## src/verilog/cdio_pkg.sv

```systemverilog
// Constants, codes and register map shared by the camera digital I/O block.
`default_nettype none
package cdio_pkg;
  // ************************************************************
  // Clock and timing.
  // ************************************************************
  localparam int CLK_MHZ = 125;
  localparam int CLK_PERIOD_NS = 1000 / CLK_MHZ;
  localparam int MASK_NS_W = 20;
  localparam int MASK_CYC_W = 17;
  localparam logic [MASK_NS_W-1:0] GLITCH_NS_MAX = 20'hF4240;
  localparam logic [MASK_NS_W-1:0] GLITCH_NS_RESET = 20'h00000;
  localparam logic [MASK_NS_W:0] CLK_PERIOD_NS_W = 21'(CLK_PERIOD_NS);

  // ************************************************************
  // Physical lines, indexed 0 to 9 in selector-code order.
  // ************************************************************
  localparam int NUM_LINES = 10;
  localparam int WORD_W = 16;
  localparam int CODE_W = 6;
  localparam int SRC_W = 64;
  typedef logic [CODE_W-1:0] cdio_code_t;
  localparam cdio_code_t LINE_CODE [NUM_LINES] = '{
    6'h14, 6'h17, 6'h18, 6'h1A, 6'h1B, 6'h1C, 6'h1D, 6'h1F, 6'h20, 6'h21};
  localparam cdio_code_t LINE_CODE_BASE = 6'h14;
  localparam cdio_code_t PICK_RESET = 6'h14;
  localparam logic [NUM_LINES-1:0] OUTPUT_MASK = 10'h0B1;
  localparam int OPTO_IDX = 2;
  localparam logic DIR_INPUT = 1'b0;
  localparam logic DIR_OUTPUT = 1'b1;
  localparam logic [2:0] TYPE_TTL = 3'h2;
  localparam logic [2:0] TYPE_OPTO = 3'h5;

  // ************************************************************
  // Drive origin codes.
  // ************************************************************
  localparam cdio_code_t SRC_NONE = 6'h00;
  localparam cdio_code_t SRC_CAPTURE = 6'h01;
  localparam cdio_code_t SRC_BUSY = 6'h04;
  localparam cdio_code_t SRC_ROW = 6'h06;
  localparam cdio_code_t SRC_PULSE0 = 6'h07;
  localparam cdio_code_t SRC_PULSE3 = 6'h0A;
  localparam cdio_code_t SRC_SOFT0 = 6'h0B;
  localparam cdio_code_t SRC_SOFT3 = 6'h0E;
  localparam cdio_code_t SRC_GATE0 = 6'h24;
  localparam cdio_code_t SRC_GATE3 = 6'h27;
  localparam cdio_code_t SRC_STEP = 6'h28;
  localparam cdio_code_t SRC_TURN = 6'h29;
  localparam cdio_code_t ORIGIN_RESET = 6'h17;

  // ************************************************************
  // Soft outputs and shutter channel.
  // ************************************************************
  localparam int NUM_SOFT = 4;
  localparam int NUM_GROUP = 4;
  typedef enum logic [1:0] {CH_COMMON, CH_RED, CH_GREEN, CH_BLUE} cdio_chan_t;

  // ************************************************************
  // APB register byte offsets.
  // ************************************************************
  localparam int ADDR_W = 8;
  localparam logic [ADDR_W-1:0] OFS_PICK = 8'h00;
  localparam logic [ADDR_W-1:0] OFS_DIRECTION = 8'h04;
  localparam logic [ADDR_W-1:0] OFS_FLIP = 8'h08;
  localparam logic [ADDR_W-1:0] OFS_LEVEL = 8'h0C;
  localparam logic [ADDR_W-1:0] OFS_LEVEL_WORD = 8'h10;
  localparam logic [ADDR_W-1:0] OFS_ORIGIN = 8'h14;
  localparam logic [ADDR_W-1:0] OFS_ETYPE = 8'h18;
  localparam logic [ADDR_W-1:0] OFS_GLITCH = 8'h1C;
  localparam logic [ADDR_W-1:0] OFS_SOFT_PICK = 8'h20;
  localparam logic [ADDR_W-1:0] OFS_SOFT_LEVEL = 8'h24;
  localparam logic [ADDR_W-1:0] OFS_BUSY_CH = 8'h28;
endpackage
`default_nettype wire

```

## src/verilog/cdio_drive_if.sv

```systemverilog
// Bundle between the register core and the output line driver.
`default_nettype none
interface cdio_drive_if;
  import cdio_pkg::*;
  logic [SRC_W-1:0] src;
  cdio_code_t origin [NUM_LINES];
  logic [NUM_LINES-1:0] flip;
  logic [NUM_LINES-1:0] drive;
  modport core (output src, output origin, output flip, input drive);
  modport driver (input src, input origin, input flip, output drive);
endinterface
`default_nettype wire

```

## src/verilog/cdio_top.sv

```systemverilog
// Camera digital I/O line control with an APB register slave.
`default_nettype none
// Operation
// - Selector codes 20,23,24,26,27,28,29,31,32,33 pick one line; default 20.
// - Selected line direction reads 0 for input, 1 for output.
// - Per-line polarity flip, default off, inverts the selected line.
// - Selected line level reads 1 high, 0 low.
// - Sixteen-bit word holds every line level at bit code minus 20.
// - Unused word bits 1-2, 5, 10, 14-15 read zero.
// - Output lines take a chosen internal source or input line level by code.
// - Input lines have origin fixed to none and ignore writes.
// - Electrical type reads 5 for the isolated input, 2 otherwise.
// - Isolated input mask period 0 to 1000000 ns, default 0.
// - Four soft outputs, picked by a selector defaulting to 0.
// - Picked soft output holds written level, default low.
// - Shutter busy comes from common, red, green or blue channel.
// - Channel choice exists on colour variant only; mono uses common.
module cdio_top
  import cdio_pkg::*;
#(
  parameter bit COLOR_VARIANT = 1'b1
) (
  input wire logic clk,
  input wire logic reset,
  input wire logic psel,
  input wire logic penable,
  input wire logic pwrite,
  input wire logic [ADDR_W-1:0] paddr,
  input wire logic [31:0] pwdata,
  output logic [31:0] prdata,
  output logic pready,
  output logic pslverr,
  input wire logic [NUM_LINES-1:0] pin_in,
  output logic [NUM_LINES-1:0] pin_out,
  output logic [NUM_SOFT-1:0] soft_out,
  input wire logic capture_running,
  input wire logic [2:0] shutter_busy_rgb,
  input wire logic [1:0] longest_exposure_channel,
  input wire logic row_valid,
  input wire logic [NUM_GROUP-1:0] pulse_maker_n,
  input wire logic [NUM_GROUP-1:0] gate_cell_n,
  input wire logic shaft_step_fire,
  input wire logic shaft_turn_sense
);
  // ************************************************************
  // Helpers.
  // ************************************************************
  function automatic logic [3:0] code_to_idx(input cdio_code_t code);
    logic [3:0] idx;
    idx = '0;
    for (int k = 0; k < NUM_LINES; k++) begin
      if (LINE_CODE[k] == code) begin
        idx = 4'(k);
      end
    end
    return idx;
  endfunction

  function automatic logic pick_ok(input cdio_code_t code);
    logic ok;
    ok = 1'b0;
    for (int k = 0; k < NUM_LINES; k++) begin
      if (LINE_CODE[k] == code) begin
        ok = 1'b1;
      end
    end
    return ok;
  endfunction

  function automatic logic origin_ok(input cdio_code_t code);
    logic ok;
    ok = (code == SRC_CAPTURE) || (code == SRC_BUSY) || (code == SRC_ROW);
    ok = ok || ((code >= SRC_PULSE0) && (code <= SRC_SOFT3));
    ok = ok || ((code >= SRC_GATE0) && (code <= SRC_TURN));
    for (int k = 0; k < NUM_LINES; k++) begin
      if (!OUTPUT_MASK[k] && (LINE_CODE[k] == code)) begin
        ok = 1'b1;
      end
    end
    return ok;
  endfunction

  function automatic logic word_bit(input logic [NUM_LINES-1:0] lvl, input int b);
    logic v;
    v = 1'b0;
    for (int k = 0; k < NUM_LINES; k++) begin
      if (int'(LINE_CODE[k]) - int'(LINE_CODE_BASE) == b) begin
        v = lvl[k];
      end
    end
    return v;
  endfunction

  // ************************************************************
  // Registers.
  // ************************************************************
  cdio_code_t pick_reg;
  logic [NUM_LINES-1:0] flip_reg;
  cdio_code_t origin_reg [NUM_LINES];
  logic [MASK_NS_W-1:0] mask_ns_reg;
  logic [MASK_CYC_W-1:0] mask_cyc_reg;
  logic [1:0] soft_pick_reg;
  logic [NUM_SOFT-1:0] soft_reg;
  cdio_chan_t busy_ch_reg;
  logic [31:0] prdata_reg;
  logic pready_reg;
  logic pslverr_reg;

  // ************************************************************
  // APB decode.
  // ************************************************************
  wire logic access = psel && penable;
  wire logic answer = access && !pready_reg;
  wire logic commit = access && pready_reg;
  wire logic [ADDR_W-1:0] word_addr = {paddr[ADDR_W-1:2], 2'b00};
  wire logic hit_pick = word_addr == OFS_PICK;
  wire logic hit_dir = word_addr == OFS_DIRECTION;
  wire logic hit_flip = word_addr == OFS_FLIP;
  wire logic hit_level = word_addr == OFS_LEVEL;
  wire logic hit_word = word_addr == OFS_LEVEL_WORD;
  wire logic hit_origin = word_addr == OFS_ORIGIN;
  wire logic hit_etype = word_addr == OFS_ETYPE;
  wire logic hit_glitch = word_addr == OFS_GLITCH;
  wire logic hit_spick = word_addr == OFS_SOFT_PICK;
  wire logic hit_slevel = word_addr == OFS_SOFT_LEVEL;
  wire logic hit_busy = word_addr == OFS_BUSY_CH;
  wire logic addr_hit =
    hit_pick ||
    hit_dir ||
    hit_flip ||
    hit_level ||
    hit_word ||
    hit_origin ||
    hit_etype ||
    hit_glitch ||
    hit_spick ||
    hit_slevel ||
    hit_busy;
  wire logic wr = commit && pwrite;
  wire cdio_code_t wr_code = pwdata[CODE_W-1:0];
  wire logic [3:0] sel_idx = code_to_idx(pick_reg);
  wire logic sel_is_out = OUTPUT_MASK[sel_idx];

  // ************************************************************
  // Line levels and sources.
  // ************************************************************
  cdio_drive_if link ();
  logic opto_clean;
  logic [NUM_LINES-1:0] raw_in;
  logic [NUM_LINES-1:0] level;
  logic [WORD_W-1:0] level_word;

  cdio_glitch_mask u_mask (
    .clk(clk),
    .reset(reset),
    .raw(pin_in[OPTO_IDX]),
    .period_cyc(mask_cyc_reg),
    .clean(opto_clean)
  );

  cdio_line_drive u_drive (
    .clk(clk),
    .reset(reset),
    .link(link.driver)
  );

  genvar i;
  generate
    for (i = 0; i < NUM_LINES; i++) begin : g_lvl
      if (i == OPTO_IDX) begin : g_opto
        assign raw_in[i] = opto_clean;
      end else begin : g_plain
        assign raw_in[i] = pin_in[i];
      end
      // Inputs are flipped before use, outputs report the driven pin.
      assign level[i] = OUTPUT_MASK[i] ? link.drive[i] : raw_in[i] ^ flip_reg[i];
      assign link.origin[i] = origin_reg[i];
    end
    for (i = 0; i < WORD_W; i++) begin : g_word
      assign level_word[i] = word_bit(level, i);
    end
  endgenerate

  assign link.flip = flip_reg;

  wire cdio_chan_t busy_ch_eff = (COLOR_VARIANT && busy_ch_reg != CH_COMMON) ?
                                 busy_ch_reg : cdio_chan_t'(longest_exposure_channel);
  wire logic shutter_busy = (busy_ch_eff == CH_GREEN) ? shutter_busy_rgb[1] :
                            (busy_ch_eff == CH_BLUE) ? shutter_busy_rgb[2] :
                            shutter_busy_rgb[0];

  always_comb begin
    link.src = '0;
    link.src[SRC_CAPTURE] = capture_running;
    link.src[SRC_BUSY] = shutter_busy;
    link.src[SRC_ROW] = row_valid;
    link.src[SRC_PULSE3:SRC_PULSE0] = pulse_maker_n;
    link.src[SRC_SOFT3:SRC_SOFT0] = soft_reg;
    link.src[SRC_GATE3:SRC_GATE0] = gate_cell_n;
    link.src[SRC_STEP] = shaft_step_fire;
    link.src[SRC_TURN] = shaft_turn_sense;
    for (int k = 0; k < NUM_LINES; k++) begin
      if (!OUTPUT_MASK[k]) begin
        link.src[LINE_CODE[k]] = level[k];
      end
    end
  end

  // ************************************************************
  // Read data.
  // ************************************************************
  wire logic [MASK_NS_W:0] mask_ns_ext = {1'b0, mask_ns_reg};
  wire logic [MASK_NS_W:0] mask_cyc_calc =
    21'((mask_ns_ext + CLK_PERIOD_NS_W - 1'b1) / CLK_PERIOD_NS_W);
  wire logic [2:0] etype = (sel_idx == 4'(OPTO_IDX)) ? TYPE_OPTO : TYPE_TTL;
  wire logic dir_val = sel_is_out ? DIR_OUTPUT : DIR_INPUT;
  wire cdio_code_t origin_rd = sel_is_out ? origin_reg[sel_idx] : SRC_NONE;
  // Every register's word is named so the select below reads one term a line.
  wire logic [31:0] rd_pick = {26'h0, pick_reg};
  wire logic [31:0] rd_dir = {31'h0, dir_val};
  wire logic [31:0] rd_flip = {31'h0, flip_reg[sel_idx]};
  wire logic [31:0] rd_level = {31'h0, level[sel_idx]};
  wire logic [31:0] rd_word = {16'h0, level_word};
  wire logic [31:0] rd_origin = {26'h0, origin_rd};
  wire logic [31:0] rd_etype = {29'h0, etype};
  wire logic [31:0] rd_glitch = {12'h0, mask_ns_reg};
  wire logic [31:0] rd_spick = {30'h0, soft_pick_reg};
  wire logic [31:0] rd_slevel = {31'h0, soft_reg[soft_pick_reg]};
  wire logic [31:0] rd_busy = {30'h0, busy_ch_reg};
  wire logic [31:0] rd_data =
    hit_pick ? rd_pick :
    hit_dir ? rd_dir :
    hit_flip ? rd_flip :
    hit_level ? rd_level :
    hit_word ? rd_word :
    hit_origin ? rd_origin :
    hit_etype ? rd_etype :
    hit_glitch ? rd_glitch :
    hit_spick ? rd_spick :
    hit_slevel ? rd_slevel :
    hit_busy ? rd_busy : 32'h0;

  // One wait state: the answer is registered in the first access cycle.
  always_ff @(posedge clk or posedge reset) begin
    if (reset) begin
      pready_reg <= 1'b0;
      pslverr_reg <= 1'b0;
      prdata_reg <= 32'h0;
    end else begin
      pready_reg <= answer;
      pslverr_reg <= answer && !addr_hit;
      prdata_reg <= answer ? rd_data : prdata_reg;
    end
  end

  // ************************************************************
  // Register writes.
  // ************************************************************
  wire logic wr_pick = wr && hit_pick && pick_ok(wr_code);
  wire logic wr_glitch = wr && hit_glitch && pwdata <= {12'h0, GLITCH_NS_MAX};
  wire logic wr_spick = wr && hit_spick;
  // The mono variant keeps the common channel whatever is written.
  wire logic wr_busy = wr && hit_busy && COLOR_VARIANT;

  always_ff @(posedge clk or posedge reset) begin
    if (reset) begin
      pick_reg <= PICK_RESET;
    end else if (wr_pick) begin
      pick_reg <= wr_code;
    end
  end

  always_ff @(posedge clk or posedge reset) begin
    if (reset) begin
      mask_ns_reg <= GLITCH_NS_RESET;
    end else if (wr_glitch) begin
      mask_ns_reg <= pwdata[MASK_NS_W-1:0];
    end
  end

  // The cycle count trails the ns value by one clock, which keeps the divider off the bus path.
  always_ff @(posedge clk or posedge reset) begin
    if (reset) begin
      mask_cyc_reg <= '0;
    end else begin
      mask_cyc_reg <= mask_cyc_calc[MASK_CYC_W-1:0];
    end
  end

  always_ff @(posedge clk or posedge reset) begin
    if (reset) begin
      soft_pick_reg <= 2'h0;
    end else if (wr_spick) begin
      soft_pick_reg <= pwdata[1:0];
    end
  end

  always_ff @(posedge clk or posedge reset) begin
    if (reset) begin
      busy_ch_reg <= CH_COMMON;
    end else if (wr_busy) begin
      busy_ch_reg <= cdio_chan_t'(pwdata[1:0]);
    end
  end

  generate
    for (i = 0; i < NUM_LINES; i++) begin : g_cfg
      always_ff @(posedge clk or posedge reset) begin
        if (reset) begin
          flip_reg[i] <= 1'b0;
        end else if (wr && hit_flip && sel_idx == 4'(i)) begin
          flip_reg[i] <= pwdata[0];
        end
      end
      if (OUTPUT_MASK[i]) begin : g_org
        always_ff @(posedge clk or posedge reset) begin
          if (reset) begin
            origin_reg[i] <= ORIGIN_RESET;
          end else if (wr && hit_origin && sel_idx == 4'(i) && origin_ok(wr_code)) begin
            origin_reg[i] <= wr_code;
          end
        end
      end else begin : g_fixed
        assign origin_reg[i] = SRC_NONE;
      end
    end
    for (i = 0; i < NUM_SOFT; i++) begin : g_soft
      always_ff @(posedge clk or posedge reset) begin
        if (reset) begin
          soft_reg[i] <= 1'b0;
        end else if (wr && hit_slevel && soft_pick_reg == 2'(i)) begin
          soft_reg[i] <= pwdata[0];
        end
      end
    end
  endgenerate

  assign prdata = prdata_reg;
  assign pready = pready_reg;
  assign pslverr = pslverr_reg;
  assign pin_out = link.drive;
  assign soft_out = soft_reg;
endmodule
`default_nettype wire

```

## src/verilog/cdio_glitch_mask.sv

```systemverilog
// Hold-time filter for the isolated input.
`default_nettype none
module cdio_glitch_mask
  import cdio_pkg::*;
(
  input wire logic clk,
  input wire logic reset,
  input wire logic raw,
  input wire logic [MASK_CYC_W-1:0] period_cyc,
  output logic clean
);
  logic clean_reg;
  logic [MASK_CYC_W-1:0] cnt_reg;
  wire logic differs = raw != clean_reg;
  wire logic [MASK_CYC_W-1:0] cnt_inc = cnt_reg + 1'b1;
  wire logic accept = (period_cyc == '0) || (cnt_inc >= period_cyc);

  // A change is taken only once the new level has held for the period.
  always_ff @(posedge clk or posedge reset) begin
    if (reset) begin
      clean_reg <= 1'b0;
      cnt_reg <= '0;
    end else if (!differs) begin
      cnt_reg <= '0;
    end else if (accept) begin
      clean_reg <= raw;
      cnt_reg <= '0;
    end else begin
      cnt_reg <= cnt_inc;
    end
  end

  assign clean = clean_reg;
endmodule
`default_nettype wire

```

## src/verilog/cdio_line_drive.sv

```systemverilog
// Registered per-line output source selection.
`default_nettype none
module cdio_line_drive
  import cdio_pkg::*;
(
  input wire logic clk,
  input wire logic reset,
  cdio_drive_if.driver link
);
  logic [NUM_LINES-1:0] drive_reg;

  genvar i;
  generate
    for (i = 0; i < NUM_LINES; i++) begin : g_line
      if (OUTPUT_MASK[i]) begin : g_out
        // The flip sits after the source so the pin carries the inverted level.
        always_ff @(posedge clk or posedge reset) begin
          if (reset) begin
            drive_reg[i] <= 1'b0;
          end else begin
            drive_reg[i] <= link.src[link.origin[i]] ^ link.flip[i];
          end
        end
      end else begin : g_in
        always_ff @(posedge clk or posedge reset) begin
          if (reset) begin
            drive_reg[i] <= 1'b0;
          end else begin
            drive_reg[i] <= 1'b0;
          end
        end
      end
    end
  endgenerate

  assign link.drive = drive_reg;
endmodule
`default_nettype wire

```

## config.mk

```make
export PLATFORM = sky130hd
export DESIGN_NAME = cdio_top
export DESIGN_NICKNAME = d
export VERILOG_FILES = /design/src/verilog/cdio_pkg.sv /design/src/verilog/cdio_drive_if.sv /design/src/verilog/cdio_top.sv /design/src/verilog/cdio_glitch_mask.sv /design/src/verilog/cdio_line_drive.sv
export SDC_FILE = /design/constraint.sdc
export NUM_CORES = 1
export LEC_CHECK = 0
export ABC_AREA = 1
export BUFFER_PORTS_ARGS = -buffer_cell sky130_fd_sc_hd__buf_2
export CORE_ASPECT_RATIO = 0.5
export CORE_UTILIZATION = 35
export DETAILED_ROUTE_END_ITERATION = 10
export PLACE_DENSITY = 0.57
export SKIP_CTS_REPAIR_TIMING = 1
export SLEW_MARGIN = 20
export SYNTH_ARGS = -nofsm -noshare
export SYNTH_HDL_FRONTEND = slang
export SYNTH_HIERARCHICAL = 1
export SYNTH_SLANG_ARGS = --single-unit
export TNS_END_PERCENT = 5
```

## constraint.sdc

```tcl
create_clock -name clk -period 5.6 [get_ports clk]
set_clock_uncertainty 0.05 [all_clocks]
set_input_delay 0.84 -clock clk [delete_from_list [all_inputs] [get_ports clk]]
set_output_delay 0.84 -clock clk [all_outputs]
set_load 0.03 [all_outputs]
```

==> impl_metrics.toml <==
[outcome]
outcome = "finished clean"

[sta]
rsz0062_at_grt = "false"
fmax_ghz = 0.334
maxSlewViolCount = 0
tightestPinTransition_ns = 1.18
finalSetupViolations = 0
period_minus_slack_ns = 3.00
max_slew_margin_pct = 21.3
setup_tns_ns = 0
setup_ws_ns = 2.60
hold_viol_final = 0
finalCritPeriodShare_pct = 53.5

[finish]
antenna_cells = 0
finalNonFillerCells = 2170
largest_register_ffs = 24
utilization_pct = 42.1
register_area_um2 = 3250
fin_area_um2 = 11900
post_route_cells_drive_above_1_share_pct = 11.9
multiInputGateArea_um2 = 6360
fillers = 3031
fin_nets = 1865
syn2layout_area_growth_pct = 16.0

[synthesis]
synth_area_um2 = 10200
async_flop_share_pct = 100
ys_ff_latch = 129
synth_top_flop_cell = "dfrtp_1"
synth_warnings = 6
synth-edff-count = 0
synth_seq_area_share_pct = 31.8
ys_types = 56
synth_area_per_cell_um2 = 6.56
netlist_instances = 1558

[drt]
drc = 0
final_antenna_net_count = 0
routedWlPerCell_um = 14.4
drt_wl_total_mm = 31.2
num_vias = 10200
first_pass_iters = 5
drtIter0Drc = 798
viasPerCell = 4.68

[worst_setup_path]
critical_path.startpoint_type = "flip-flop"
path_class = "reg -> reg"
required_ns = 5.89
endpoint_kind = "flip-flop"
path_max_fanout = 17
crit_arrival_ns = 3.29

[floorplanning]
initial_core_util_pct = 36.3
rows = 43
die-area_um2 = 29900
core-area_um2 = 28200
pin_count = 120
dieWidth_um = 244
die_height_um = 123

[place]
numPortBuffers = 95
post-place-ws_ns = 2.30
dp_hpwl_mm = 22.4
placed_area_um2 = 11200
gp_congestion = 0.935
dp.cells = 2138

[global_routing]
grt_overflow_total = 0
grt_pass1_vias = 9058
antenna_found_initial = 0
grt_usage_pct = 21.0
grt_max_degree = 61
grt_pass1_wl_mm = 49.2

[clock_tree]
clk_transition_reported_paths_ns = 0.06
cts_tree = "done"
htree_levels = 4
cts.path.max_buffers = 2
numCtsBuffers = 17
numClockSinks = 129
cts_root_buffer = "clkbuf_16"
insertion_delay_ns = 0.43

[power]
power.leakage_nw = 6.08
irDropWorstVdd_mv = 0.157
powerDensity_nw_per_um2 = 203

[job]
cap_violations = 0

[min_path]
hold_path_class = "in -> async"
[final cells by class]
type,count,share of cell area (%)
multi-input combinational,1369,53.6
timing repair buffer,98,4.20
clock inverter,12,1.53
inverter,160,5.34
tap,382,4.03
sequential,129,27.4
clock buffer,20,3.85
[stage by stage]
step | power [mW] | hold WS, ns
floorplan | 1.14 | 0.403
global placement | 1.22 | 0.413
detailed placement | 1.22 | 0.412
CTS | 2.43 | 0.307
global route | 2.51 | 0.316
finish | 2.41 | 0.318
[layer usage]
metal  share of wire (%)  vias up  global-route usage (%)  routed length, µm
li1                    -     5295                       -                  -
met1                  47     4603                    29.5              14800
met2                  45      226                    33.5              14100
met3                 5.2       39                    3.00               1610
met4                 2.0        0                    6.37                611
met5                   0        -                       0                  0
[final timing paths]
| path | startpoint | endpoint | slack (ns) | depth (start not counted) |
|---|---|---|---|---|
| max | u_mask/cnt_reg[0] | u_mask/cnt_reg[15] | 2.60 | 20 |
| max reg2reg | u_mask/cnt_reg[0] | u_mask/cnt_reg[15] | 2.60 | 20 |
| max in group asynchronous | reset | flip_reg[7] | 3.81 | 3 |
| min in group clk | prdata[9] | prdata[9] | 0.43 | 2 |
| min | reset | u_drive/link.drive[7] | 0.32 | 2 |
| min reg2reg | prdata[9] | prdata[9] | 0.43 | 2 |
[synthesized netlist by cell type, types with 10 or more instances]
cell      instances  share of area, %
buf_4            27               2.0
clkbuf_1         10              0.37
inv_1           140               5.1
dfrtp_1         111                27
a21oi_1          26               1.3
nand3_1         270                13
dfstp_2          18               4.6
o21ai_0          82               4.0
nand2_1         547                20
nand4_1          21               1.3
nor3_1           19              0.93
buf_2            11              0.54
inv_2            13              0.48
buf_6            32               3.5
nand2_2          11              0.67
xor2_1           24               2.1
ha_1             18               2.2
nor2_1           90               3.3
[critical path: stages (launching register included)]
cell,delay (ns)
dfrtp_1,0.41
ha_1,0.23
nand2_1,0.12
clkinv_4,0.08
nand2_4,0.07
nor2_4,0.04
nand2_2,0.08
nor2_4,0.05
or2_2,0.27
nand2_1,0.09
inv_1,0.06
ha_1,0.29
nand2_1,0.07
nand2_1,0.05
a21oi_1,0.13
nor2_1,0.06
nor2_1,0.09
nand2_1,0.08
nand2_2,0.09
nand3_2,0.32
nor2_1,0.20
[logic make-up (layout without fill, tap and decap cells)]
| logic type | Yosys count | in the layout | share of synthesized area, % |
|---|---|---|---|
| XOR/XNOR | 24 | 24 | 2.06 |
| flip-flops | 129 | 129 | 31.8 |
| AND/OR/NAND/NOR | 996 | 996 | 43.0 |
| buffers and inverters | 240 | 290 | 12.6 |
| AO/OA/AOI/OAI | 149 | 149 | 8.30 |
| adder cells (fa/ha/maj) | 18 | 18 | 2.20 |
| other | 2 | 182 | 0.0734 |
[cell usage in the layout, fill, tap and decap left out, types with 3 or more instances in the layout]
master      count
nor3_1         19
nor2_1         90
inv_6           4
nand3_1       270
o21ai_2         6
nand2_1       547
buf_4           3
nand2_2        11
o31ai_1         3
inv_2          13
nor2_2          5
o211ai_1        4
conb_1        182
ha_1           18
buf_2          95
nor4_1          7
clkinvlp_4      4
clkbuf_16      17
dfstp_2        18
nand2_4         5
xor2_1         24
inv_1         139
nor2_4          6
bufinv_16       4
nand4_1        21
o21ai_0        82
o221ai_1        5
dfrtp_1       111
o21ai_1         9
nor3_2          3
a21oi_1        26
clkinv_4        3
[report_power, final]
group | switching, mW | leakage (nW) | total [mW] | internal, mW
Sequential | 0.0117 | 1.65 | 0.957 | 0.945
Combinational | 0.180 | 4.13 | 0.251 | 0.0719
Clock | 0.435 | 0.299 | 1.20 | 0.770
Note: power is estimated with default switching activity, not from simulation.
